[config.mk]
export PLATFORM = sky130hd
export DESIGN_NAME = fsk_tx_mod
export DESIGN_NICKNAME = d
export VERILOG_FILES = /design/src/core/fsk_tx_pkg.sv /design/src/core/fsk_tx_mod.sv
export SDC_FILE = /design/constraint.sdc
export NUM_CORES = 1
export LEC_CHECK = 0
export ABC_AREA = 1
export BUFFER_PORTS_ARGS = -buffer_cell sky130_fd_sc_hd__buf_2
export CAP_MARGIN = 20
export CORE_ASPECT_RATIO = 1.4
export CORE_UTILIZATION = 55
export CTS_BUF_LIST = sky130_fd_sc_hd__clkbuf_16
export CTS_CLUSTER_SIZE = 8
export DETAILED_ROUTE_END_ITERATION = 7
export PLACE_DENSITY_LB_ADDON = 0.25
export SLEW_MARGIN = 10
export SYNTH_ARGS = -nofsm -noshare
export SYNTH_HDL_FRONTEND = slang
export SYNTH_SLANG_ARGS = --single-unit
export TNS_END_PERCENT = 50
[constraint.sdc]
create_clock -name pclk -period 13.65 [get_ports pclk]
set_clock_uncertainty 0.2 [all_clocks]
set_input_delay 0.6825 -clock pclk [delete_from_list [all_inputs] [get_ports pclk]]
set_output_delay 0.6825 -clock pclk [all_outputs]
set_load 0.05 [all_outputs]
[src/core/fsk_tx_pkg.sv]
// shared constants and types for the fsk transmit modulator
package fsk_tx_pkg;
  // register byte offsets
  localparam logic [11:0] CTRL0_OFF = 12'h000;
  localparam logic [11:0] CTRL1_OFF = 12'h004;
  localparam logic [11:0] CTRL2_OFF = 12'h008;
  localparam logic [11:0] CTRL3_OFF = 12'h00c;
  localparam logic [11:0] STATUS_OFF = 12'h010;
  // field positions
  localparam int RX_SELECT_BIT = 27;
  localparam int HALVING_BIT = 18;
  localparam int KEY_LSB = 4;
  localparam int AMP_ON_BIT = 7;
  localparam int RAMP_LSB = 8;
  localparam int BIAS_LSB = 11;
  localparam int LEVEL_LSB = 13;
  localparam int DEV_LSB = 19;
  localparam int CLKINV_LSB = 28;
  localparam int DEMOD_LSB = 6;
  localparam int RECOV_LSB = 10;
  // reset values: receive selected, middle bias, deviation 1, dividers 1
  localparam logic [31:0] CTRL0_RST = 32'h0800_0000;
  localparam logic [31:0] CTRL1_RST = 32'h0000_0000;
  localparam logic [31:0] CTRL2_RST = 32'h0008_0800;
  localparam logic [31:0] CTRL3_RST = 32'h0000_0440;
  // keying select codes
  localparam logic [2:0] KEY_OVERSAMPLE = 3'h4;
  localparam logic [1:0] KEY_LOW_3FSK = 2'h2;
  localparam logic [1:0] KEY_LOW_4FSK = 2'h3;
  // bit clock phase: 32 oversample ticks per bit
  localparam logic [4:0] PHASE_RISE = 5'h0f;
  localparam logic [4:0] PHASE_FALL = 5'h1f;
  // level codes advanced per bit period for each ramp setting
  localparam logic [6:0] RAMP_STEP [8] = '{7'h01, 7'h02, 7'h03, 7'h04,
                                          7'h08, 7'h10, 7'h20, 7'h40};
  typedef enum logic [1:0] {amp_off, amp_up, amp_on, amp_down} amp_state_t;
  typedef enum logic [1:0] {key_2fsk, key_os, key_3fsk, key_4fsk} key_t;
endpackage

[src/core/fsk_tx_mod.sv]
// fsk transmit modulator: bit clock, symbol mapping, amplifier ramp, apb registers
`timescale 1ns/10ps
`default_nettype none
module fsk_tx_mod
  import fsk_tx_pkg::*;
(
  input wire logic pclk,
  input wire logic presetn,
  input wire logic psel,
  input wire logic penable,
  input wire logic pwrite,
  input wire logic [11:0] paddr,
  input wire logic [31:0] pwdata,
  output logic [31:0] prdata,
  output logic pready,
  output logic pslverr,
  input wire logic transmit_bit_input,
  output logic transceive_clock_pin,
  output logic amp_output_on,
  output logic [5:0] amp_level,
  output logic [1:0] amp_bias_select,
  output logic signed [2:0] symbol,
  output logic signed [12:0] freq_offset
);
  logic [31:0] ctrl0_reg, ctrl0_next, ctrl1_reg, ctrl1_next;
  logic [31:0] ctrl2_reg, ctrl2_next, ctrl3_reg, ctrl3_next;
  logic clk_started_reg, clk_started_next;
  logic [11:0] div_cnt_reg, div_cnt_next;
  logic [4:0] phase_reg, phase_next;
  logic p1_reg, p1_next, p2_reg, p2_next;
  logic half_reg, half_next, msb_reg, msb_next;
  logic signed [2:0] sym_reg, sym_next;
  logic signed [12:0] offset_reg, offset_next;
  amp_state_t amp_state_reg, amp_state_next;
  logic [5:0] amp_level_reg, amp_level_next;
  logic access, hit, wr;
  logic [11:0] div_base;
  logic os_tick, rise_tick, fall_tick, sample_ev, bit_tick;
  logic clk_inv, rx_sel, tx_active, amp_en;
  logic [2:0] key_code;
  key_t key;
  logic [8:0] dev_word;
  logic [9:0] dev_eff;
  logic [5:0] target;
  logic [6:0] step;
  logic [7:0] lvl_sum;
  logic signed [13:0] prod;

  // apb decode; the slave never waits, so pready is constant high
  assign access = psel && penable;
  assign hit = (paddr == CTRL0_OFF) || (paddr == CTRL1_OFF) || (paddr == CTRL2_OFF)
    || (paddr == CTRL3_OFF) || (paddr == STATUS_OFF);
  assign wr = access && pwrite && hit;
  assign pready = 1'b1;
  assign pslverr = access && !hit;

  // read mux; unmapped reads return zero
  always_comb begin
    case (paddr)
      CTRL0_OFF: prdata = ctrl0_reg;
      CTRL1_OFF: prdata = ctrl1_reg;
      CTRL2_OFF: prdata = ctrl2_reg;
      CTRL3_OFF: prdata = ctrl3_reg;
      STATUS_OFF: prdata = {18'h0, clk_started_reg, half_reg, amp_state_reg,
                            amp_level_reg, 1'b0, sym_reg};
      default: prdata = 32'h0;
    endcase
  end

  // register writes; a word 3 write arms the bit clock for good
  always_comb begin
    ctrl0_next = ctrl0_reg;
    ctrl1_next = ctrl1_reg;
    ctrl2_next = ctrl2_reg;
    ctrl3_next = ctrl3_reg;
    clk_started_next = clk_started_reg;
    if (wr) begin
      case (paddr)
        CTRL0_OFF: ctrl0_next = pwdata;
        CTRL1_OFF: ctrl1_next = pwdata;
        CTRL2_OFF: ctrl2_next = pwdata;
        CTRL3_OFF: begin
          ctrl3_next = pwdata;
          clk_started_next = 1'b1;
        end
        default: ctrl0_next = ctrl0_reg;
      endcase
    end
  end

  always_ff @(posedge pclk or negedge presetn) begin
    if (!presetn) begin
      ctrl0_reg <= CTRL0_RST;
      ctrl1_reg <= CTRL1_RST;
      ctrl2_reg <= CTRL2_RST;
      ctrl3_reg <= CTRL3_RST;
      clk_started_reg <= 1'b0;
    end else begin
      ctrl0_reg <= ctrl0_next;
      ctrl1_reg <= ctrl1_next;
      ctrl2_reg <= ctrl2_next;
      ctrl3_reg <= ctrl3_next;
      clk_started_reg <= clk_started_next;
    end
  end

  // field views of the control words
  assign rx_sel = ctrl0_reg[RX_SELECT_BIT];
  assign key_code = ctrl2_reg[KEY_LSB +: 3];
  assign amp_en = ctrl2_reg[AMP_ON_BIT];
  assign step = RAMP_STEP[ctrl2_reg[RAMP_LSB +: 3]];
  assign amp_bias_select = ctrl2_reg[BIAS_LSB +: 2];
  assign target = ctrl2_reg[LEVEL_LSB +: 6];
  assign dev_word = ctrl2_reg[DEV_LSB +: 9];
  assign clk_inv = |ctrl2_reg[CLKINV_LSB +: 2];
  assign tx_active = clk_started_reg && !rx_sel;

  // filtered variants share the unfiltered symbol path
  always_comb begin
    if (key_code == KEY_OVERSAMPLE) key = key_os;
    else if (key_code[1:0] == KEY_LOW_3FSK) key = key_3fsk;
    else if (key_code[1:0] == KEY_LOW_4FSK) key = key_4fsk;
    else key = key_2fsk;
  end

  // oversample tick every demod x recovery cycles; a zero product (either divider zero) acts as one
  always_comb begin
    div_base = 12'(ctrl3_reg[DEMOD_LSB +: 4]) * 12'(ctrl3_reg[RECOV_LSB +: 8]);
    if (div_base == 12'h000) div_base = 12'h001;
  end
  assign os_tick = clk_started_reg && (div_cnt_reg == div_base - 12'h001);
  assign rise_tick = os_tick && (phase_reg == PHASE_RISE);
  assign fall_tick = os_tick && (phase_reg == PHASE_FALL);
  assign bit_tick = fall_tick;

  // divider chain: 32 phases per bit give the bit clock
  always_comb begin
    div_cnt_next = div_cnt_reg;
    phase_next = phase_reg;
    if (clk_started_reg) begin
      div_cnt_next = os_tick ? 12'h000 : div_cnt_reg + 12'h001;
      if (os_tick) phase_next = phase_reg + 5'h01;
    end
  end

  always_ff @(posedge pclk or negedge presetn) begin
    if (!presetn) begin
      div_cnt_reg <= 12'h000;
      phase_reg <= 5'h00;
    end else begin
      div_cnt_reg <= div_cnt_next;
      phase_reg <= phase_next;
    end
  end

  // pin high for phases 16..31 (0..15 when inverted); quiet until armed and in oversampled mode
  assign transceive_clock_pin = clk_started_reg && (key != key_os)
    && (phase_reg[4] ^ clk_inv);
  // sample on the pin's rising edge; oversampled takes every tick
  assign sample_ev = (key == key_os) ? os_tick
    : (clk_inv ? fall_tick : rise_tick);

  // deviation scale: units of pfd / 2^17, halving drops one bit
  assign dev_eff = ctrl1_reg[HALVING_BIT] ? {1'b0, dev_word} : {dev_word, 1'b0};
  assign prod = sym_next * $signed({1'b0, dev_eff});

  // symbol mapper; precoder state clears whenever transmit stops
  always_comb begin
    p1_next = p1_reg;
    p2_next = p2_reg;
    half_next = half_reg;
    msb_next = msb_reg;
    sym_next = sym_reg;
    if (!tx_active) begin
      p1_next = 1'b0;
      p2_next = 1'b0;
      half_next = 1'b0;
      sym_next = 3'sd0;
    end else if (sample_ev) begin
      case (key)
        key_2fsk, key_os: sym_next = transmit_bit_input ? 3'sd1 : -3'sd1;
        key_3fsk: begin
          p1_next = transmit_bit_input ^ p2_reg;
          p2_next = p1_reg;
          sym_next = $signed({2'b00, p1_next}) - $signed({2'b00, p2_reg});
        end
        key_4fsk: begin
          half_next = !half_reg;
          if (!half_reg) begin
            msb_next = transmit_bit_input;
          end else begin
            case ({msb_reg, transmit_bit_input})
              2'b00: sym_next = -3'sd3;
              2'b01: sym_next = -3'sd1;
              2'b11: sym_next = 3'sd1;
              default: sym_next = 3'sd3;
            endcase
          end
        end
        default: sym_next = 3'sd0;
      endcase
    end
    offset_next = prod[12:0];
  end

  always_ff @(posedge pclk or negedge presetn) begin
    if (!presetn) begin
      p1_reg <= 1'b0;
      p2_reg <= 1'b0;
      half_reg <= 1'b0;
      msb_reg <= 1'b0;
      sym_reg <= 3'sd0;
      offset_reg <= 13'sd0;
    end else begin
      p1_reg <= p1_next;
      p2_reg <= p2_next;
      half_reg <= half_next;
      msb_reg <= msb_next;
      sym_reg <= sym_next;
      offset_reg <= offset_next;
    end
  end

  assign symbol = sym_reg;
  assign freq_offset = offset_reg;

  // amplifier ramp; steps only once per bit period to limit splatter
  always_comb begin
    amp_state_next = amp_state_reg;
    amp_level_next = amp_level_reg;
    lvl_sum = 8'(amp_level_reg) + 8'(step);
    case (amp_state_reg)
      amp_off: begin
        amp_level_next = 6'h00;
        if (amp_en && tx_active) amp_state_next = amp_up;
      end
      amp_up: begin
        if (!amp_en) begin
          amp_state_next = amp_down;
        end else if (amp_level_reg >= target) begin
          amp_state_next = amp_on;
        end else if (bit_tick) begin
          amp_level_next = (lvl_sum >= 8'(target)) ? target : lvl_sum[5:0];
        end
      end
      amp_on: begin
        amp_level_next = target;
        if (!amp_en) amp_state_next = amp_down;
      end
      amp_down: begin
        if (amp_level_reg == 6'h00) begin
          amp_state_next = amp_off;
        end else if (bit_tick) begin
          amp_level_next = (7'(amp_level_reg) > step) ? amp_level_reg - step[5:0]
            : 6'h00;
        end
      end
      default: amp_state_next = amp_off;
    endcase
    // leaving transmit cuts the amplifier at once, no ramp down
    if (rx_sel) begin
      amp_state_next = amp_off;
      amp_level_next = 6'h00;
    end
  end

  always_ff @(posedge pclk or negedge presetn) begin
    if (!presetn) begin
      amp_state_reg <= amp_off;
      amp_level_reg <= 6'h00;
    end else begin
      amp_state_reg <= amp_state_next;
      amp_level_reg <= amp_level_next;
    end
  end

  assign amp_output_on = (amp_state_reg != amp_off);
  assign amp_level = amp_level_reg;

  // checks on the block's own behaviour
  a_hard_cut: assert property (@(posedge pclk) disable iff (!presetn)
    rx_sel |=> amp_level_reg == 6'h00 && !amp_output_on)
    else $error("amplifier not cut in receive");
  a_off_state: assert property (@(posedge pclk) disable iff (!presetn)
    amp_state_reg == amp_off |-> !amp_output_on && amp_level_reg == 6'h00)
    else $error("amplifier active while off");
  a_ramp_paced: assert property (@(posedge pclk) disable iff (!presetn)
    amp_state_reg == amp_up && amp_en && !rx_sel && !bit_tick
    |=> $stable(amp_level_reg))
    else $error("ramp moved between bit periods");
  a_clock_gate: assert property (@(posedge pclk) disable iff (!presetn)
    (!clk_started_reg || key == key_os) |-> !transceive_clock_pin)
    else $error("bit clock driven when it must stay quiet");
  a_clock_arm: assert property (@(posedge pclk) disable iff (!presetn)
    wr && paddr == CTRL3_OFF |=> clk_started_reg)
    else $error("word 3 write did not arm the clock");
  a_2fsk_map: assert property (@(posedge pclk) disable iff (!presetn)
    sample_ev && tx_active && key == key_2fsk
    |=> sym_reg == ($past(transmit_bit_input) ? 3'sd1 : -3'sd1))
    else $error("2fsk symbol wrong");
  a_3fsk_code: assert property (@(posedge pclk) disable iff (!presetn)
    sample_ev && tx_active && key == key_3fsk
    |=> p1_reg == ($past(transmit_bit_input) ^ $past(p2_reg))
    && sym_reg == $signed({2'b00, p1_reg}) - $signed({2'b00, $past(p2_reg)}))
    else $error("3fsk precoder or encoder wrong");
  a_4fsk_half: assert property (@(posedge pclk) disable iff (!presetn)
    sample_ev && tx_active && key == key_4fsk && !half_reg |=> $stable(sym_reg))
    else $error("4fsk symbol changed on first bit");
  a_4fsk_outer: assert property (@(posedge pclk) disable iff (!presetn)
    sample_ev && tx_active && key == key_4fsk && half_reg && msb_reg
    && !transmit_bit_input
    |=> sym_reg == 3'sd3 && freq_offset == 13'(3 * $past(dev_eff)))
    else $error("4fsk outer deviation wrong");
endmodule
`default_nettype wire

==> impl_metrics.toml, run 1 <==
[setup_path]
crit_path_start_kind = "flip-flop"
reg2reg_from = "ctrl3_reg[9]"
cp_slowest_cell = "fa_1"
worst_setup_path_end_kind = "flip-flop"
r2r_end = "freq_offset[12]"
arrival_ns = 7.99
path_class = "reg -> reg"
cp_slowest_stage_delay_ns = 0.54
r2r_cells = 43
worstPathMaxFanout = 10
path_common_cell = "nand2_1"
regToRegSetupSlack_ns = 5.79
crit_required_ns = 13.78

[synth]
ys_warn_count = 0
ys_async_sr_fraction = 1.000
synth_edf_count = 0
ys_top_cells_by_area = "dfrtp_1 38%, nand2_1 13%, ha_1 8.5%, o21ai_0 7.2%, inv_1 6.3%"
ys.flop_type = "dfrtp_1"
netlist_area_um2 = 11190
yosysSeqAreaShare = 0.3897
synth.avg_cell_area_um2 = 7.819
synth_nets = 1581
synthCells = 1431
synth-seq-cells = 174
synth_top_area_cell = "dfrtp_1"
synthDistinctLibCells = 52
netlist.area_leader.share = 0.3779

[global_routing]
groute.usage.overall = 0.2917
grt.met3_usage = 0.04967
grt_pass1_vias = 9731
grt_overflow = 0
grt_pass1_wl_um = 47120
grtUsageMet2 = 0.5144
grt_start_max_net_pins = 108
grt_antenna_before_repair = 0
met1_usage = 0.3445
grt.busiest_layer = "met2"

[routing]
drt_iter0_markers = 645
antenna_left = 0
first_pass_iters = 8
vias = 9863
vias_per_cell = 5.538
wire_per_inst_um = 15.95
finalWirelength_um = 28400
drc = 0

[clock_tree]
postCtsHoldBufs = 0
cts_tree = "built"
clock_path_buffers = 2
clk_pin_slew_ns = 0.08
post_cts.repair.setup_buffers = 0
clkLatencyLatePin_ns = 0.44
cts_buffers = 17
cts.sinks = 174
cts_resized = 0
htree_levels = 4
cts_root_buffer = "clkbuf_16"

[floorplanning]
initial_utilization = 0.5617
dieWidth_um = 122.5
rows = 61
core_um2 = 19920
ios = 110
dieArea_um2 = 20930
die_y_um = 170.8

[layout]
postLayoutCellArea_um2 = 12560
antenna_cells = 0
area_delta_synth_final_pct = 12.24
final_nets = 1666
final_common_cell = "nand2_1"
fillerInstances = 1784
drive_above_1_share = 0.1321
final-instance-count-excl-fill = 1781
most-common-layout-cells = "386 x nand2_1, 189 x inv_1, 169 x dfrtp_1, 162 x o21ai_0, 107 x buf_2"

[sta]
setup_slack_ns = 5.789
tightest_slew_ns = 0.9661
setup-tns-final_ns = 0
hold_viol = 0
clock.fmax_mhz = 127.2
slew_viol_final = 0
period_minus_slack_ns = 7.861
period_share = 0.5759
maxSlewHeadroom = 0.3559
setup_violations = 0
rsz0062_at_grt = "no"

[power]
p_total_mw = 1.287
power.leakage_nw = 6.529
power.density_nw_per_um2 = 102.5
max-vdd-ir-drop_v = 0.0001031

[placement]
pre_cts_ws_ns = 5.833
routabilityCongestion = 0.9289
place.detailed.hpwl_um = 20260
io_buffers = 108
place_area_um2 = 11880
place_inst = 1745

[status]
outcome = "complete, no violations"

[worst_hold_path]
hold_class = "in -> async"

[job]
max_cap_viol_count = 0
## kinds of logic (layout without fill, tap and decap cells)
family / count (synthesis) / count (layout) / synth area share
AND/OR/NAND/NOR: 621 / 621 / 0.2423
AO/OA/AOI/OAI: 257 / 257 / 0.1293
buffers and inverters: 247 / 345 / 0.08621
flip-flops: 174 / 174 / 0.3897
adder cells (fa/ha/maj): 100 / 100 / 0.1279
XOR/XNOR: 31 / 31 / 0.02426
other: 1 / 1 / 0.0003351
## layer usage
layer  up-vias  wire (um)
li1       4813          -
met1      4685      11250
met3        62       1411
met5         -          0
met4         0       1043
met2       303      14700
## where the power goes
group          leakage (nW)  internal (mW)  switching [mW]
combinational          3.89         0.0809           0.171
clock                 0.288          0.276           0.221
sequential             2.35          0.526          0.0129
## critical path: cells and delay by family (launching register included)
kind,cells,cell delay (ns)
buffers and inverters,5,0.25
AO/OA/AOI/OAI,8,1.29
flip-flops,1,0.52
adder cells (fa/ha/maj),7,2.89
AND/OR/NAND/NOR,23,2.58
## cells in the mapped netlist, drive strengths merged, types with 2 or more instances
cell type and instances:
a21boi 2, a21oi 36, a221oi 10, a31oi 2, and2 2, and3 2, buf 7, clkbuf 44
clkinv 2, dfrtp 169, dfstp 5, fa 24, ha 76, inv 194, nand2 406, nand3 71
nand3b 5, nand4 26, nor2 92, nor3 8, nor3b 2, nor4 3, o2111ai 12, o211ai 8
o21a 5, o21ai 166, o21bai 4, o22ai 4, o31ai 3, or2 4, xnor2 6, xor2 25
## area by class of cell
cell class,count,area (um^2),share of cell area
multi-input cells,1010,5879,0.4681
clock buffers,17,425.4,0.03387
inverters,196,738.2,0.05878
repair buffers,117,664.4,0.05290
well taps,252,315.3,0.02510
clock inverters,15,176.4,0.01405
flip-flops and latches,174,4360,0.3472
## worst max path at each step
| stage | start | end | slack (ns) | cells past startpoint |
|---|---|---|---|---|
| global placement | ctrl3_reg[9] | freq_offset[12] | 5.99 | 43 |
| global route | ctrl3_reg[9] | freq_offset[12] | 5.02 | 44 |
| floorplan | ctrl3_reg[9] | freq_offset[12] | 6.44 | 42 |
| finish | ctrl3_reg[9] | freq_offset[12] | 5.79 | 43 |
| detailed placement | ctrl3_reg[10] | freq_offset[12] | 5.83 | 42 |
| CTS | ctrl3_reg[10] | freq_offset[12] | 5.80 | 42 |
## through the flow
| stage | hold slack (ns) | util |
|---|---|---|
| final | 0.1416 | 0.6305 |
| after detailed placement | 0.2729 | 0.5963 |
| after CTS | 0.2029 | 0.6265 |
| after floorplan | 0.1869 | - |
| after global routing | 0.2466 | 0.6305 |
| after global placement | 0.2651 | 0.5963 |
No activity file was read; power rests on OpenSTA's default activity.
==> inputs of run 2 (changes only) <==
==> constraint.sdc (replaced) <==
create_clock -name pclk -period 6.6 [get_ports pclk]
set_clock_uncertainty 0.2 [all_clocks]
set_input_delay 0.33 -clock pclk [delete_from_list [all_inputs] [get_ports pclk]]
set_output_delay 0.33 -clock pclk [all_outputs]
set_load 0.05 [all_outputs]
==> impl_metrics.toml, run 2 (synthesis gave the netlist of run 1 again) <==
[global_routing]
grt_pass1_wl_um = 49220
grt_start_max_net_pins = 102
grt_pass1_vias = 10290
grt_antenna_before_repair = 1
grt_overflow = 0
groute.usage.overall = 0.3056

[sta]
setup_slack_ns = -0.5207
period_minus_slack_ns = 7.121
clock.fmax_mhz = 140.4
setup_violations = 7
period_share = 1.079
slew_viol_final = 0
maxSlewHeadroom = 0.3633
tightest_slew_ns = 0.9551
hold_slack_ns = 0.0005723
rsz0062_at_grt = "yes"
hold_viol = 0

[layout]
antenna_cells = 0
fillerInstances = 1675
postLayoutCellArea_um2 = 13670
final_common_cell = "nand2_1"
most-common-layout-cells = "377 x nand2_1, 186 x inv_1, 163 x dfrtp_1, 158 x o21ai_0, 107 x buf_2"
area_delta_synth_final_pct = 22.16
final_nets = 1764
drive_above_1_share = 0.2188

[setup_path]
cp_top_family = "adder cells"
worstPathMaxFanout = 7
path_buf_inv = 4
crit_required_ns = 6.72
path_class = "reg -> reg"
cp_slowest_cell = "fa_1"
regToRegSetupSlack_ns = -0.52
arrival_ns = 7.25
path_common_cell = "nor2_2"
crit_path_start_kind = "flip-flop"
worst_setup_path_end_kind = "flip-flop"
cp_slowest_stage_delay_ns = 0.58

[floorplanning]
dieWidth_um = 122.5
die_y_um = 170.8
ios = 110
dieArea_um2 = 20930
initial_utilization = 0.5617
core_um2 = 19920
rows = 61

[routing]
wire_per_inst_um = 16.26
vias = 10248
finalWirelength_um = 30560
drc = 0
antenna_left = 0
first_pass_iters = 8
drt_iter0_markers = 651
vias_per_cell = 5.454

[placement]
place.detailed.hpwl_um = 21450
place_area_um2 = 12510
pre_cts_ws_ns = -0.7229
routabilityCongestion = 0.9171
io_buffers = 108

[worst_hold_path]
hold_class = "in -> reg"

[clock_tree]
cts.sinks = 174
clk_pin_slew_ns = 0.06
clkLatencyLatePin_ns = 0.44
cts_root_buffer = "clkbuf_16"
cts_tree = "built"
htree_levels = 4
cts_buffers = 17
clock_path_buffers = 2

[power]
p_total_mw = 2.631
power.density_nw_per_um2 = 192.5
power.leakage_nw = 7.013
max-vdd-ir-drop_v = 0.0001656

[job]
max_cap_viol_count = 0

[status]
violations = "setup timing"
outcome = "finished with violations"
-- run 2: through the flow --
stage / std cells / setup TNS (ns) / util
after floorplan: 1431 / -0.3285 / -
after global placement: 1816 / -1.434 / 0.6280
after detailed placement: 1816 / -3.036 / 0.6280
after CTS: 1869 / -2.128 / 0.6693
after global routing: 1879 / -4.703 / 0.6862
final: 1879 / -1.899 / 0.6862
-- run 2: worst min-delay path: stages --
cell	delay [ns]
buf_2	0.07
inv_1	0.05
o21ai_0	0.14
-- run 2: metal layers --
layer / GRT usage / up-vias / routed length (um)
met1: 0.3538 / 4847 / 11950
met5: 0 / - / 0
li1: - / 4981 / -
met4: 0.1485 / 0 / 1241
met2: 0.5471 / 337 / 15870
met3: 0.04267 / 83 / 1502
-- run 2: worst paths after layout --
check / from / endpoint / depth (start not counted)
worst max-delay path: ctrl3_reg[7] / freq_offset[12] / 42
worst min-delay path: pwdata[18] / ctrl2_reg[18] / 3
worst max register to register: ctrl3_reg[7] / freq_offset[12] / 42
worst min register to register: ctrl1_reg[4] / ctrl1_reg[4] / 2
max in group asynchronous: presetn / ctrl3_reg[11] / 3
min in group asynchronous: presetn / ctrl2_reg[20] / 2
-- run 2: what timing repair did --
| action | 4_1_cts | 5_1_grt |
|---|---|---|
| endpoints found under the setup margin | 9 | 9 |
| gates resized for setup | 16 | 44 |
| buffers inserted | 13 | 6 |
| hold buffers | 8 | 0 |
| pin swaps | 31 | 42 |
| endpoints found under the hold margin | 110 | 0 |
-- run 2: final cells by class --
| class | count | area, um^2 | area share |
|---|---|---|---|
| Inverter | 196 | 743.2 | 0.05437 |
| Clock buffer | 17 | 425.4 | 0.03112 |
| Clock inverter | 15 | 136.4 | 0.009977 |
| Tap cell | 252 | 315.3 | 0.02307 |
| Sequential cell | 174 | 4368 | 0.3195 |
| Timing Repair Buffer | 215 | 1435 | 0.1050 |
| Multi-Input combinational cell | 1010 | 6246 | 0.4569 |
-- run 2: where the power goes --
part	internal (mW)	total, mW	switching (mW)
Clock	0.524	0.969	0.445
Combinational	0.182	0.548	0.366
Sequential	1.09	1.11	0.0273
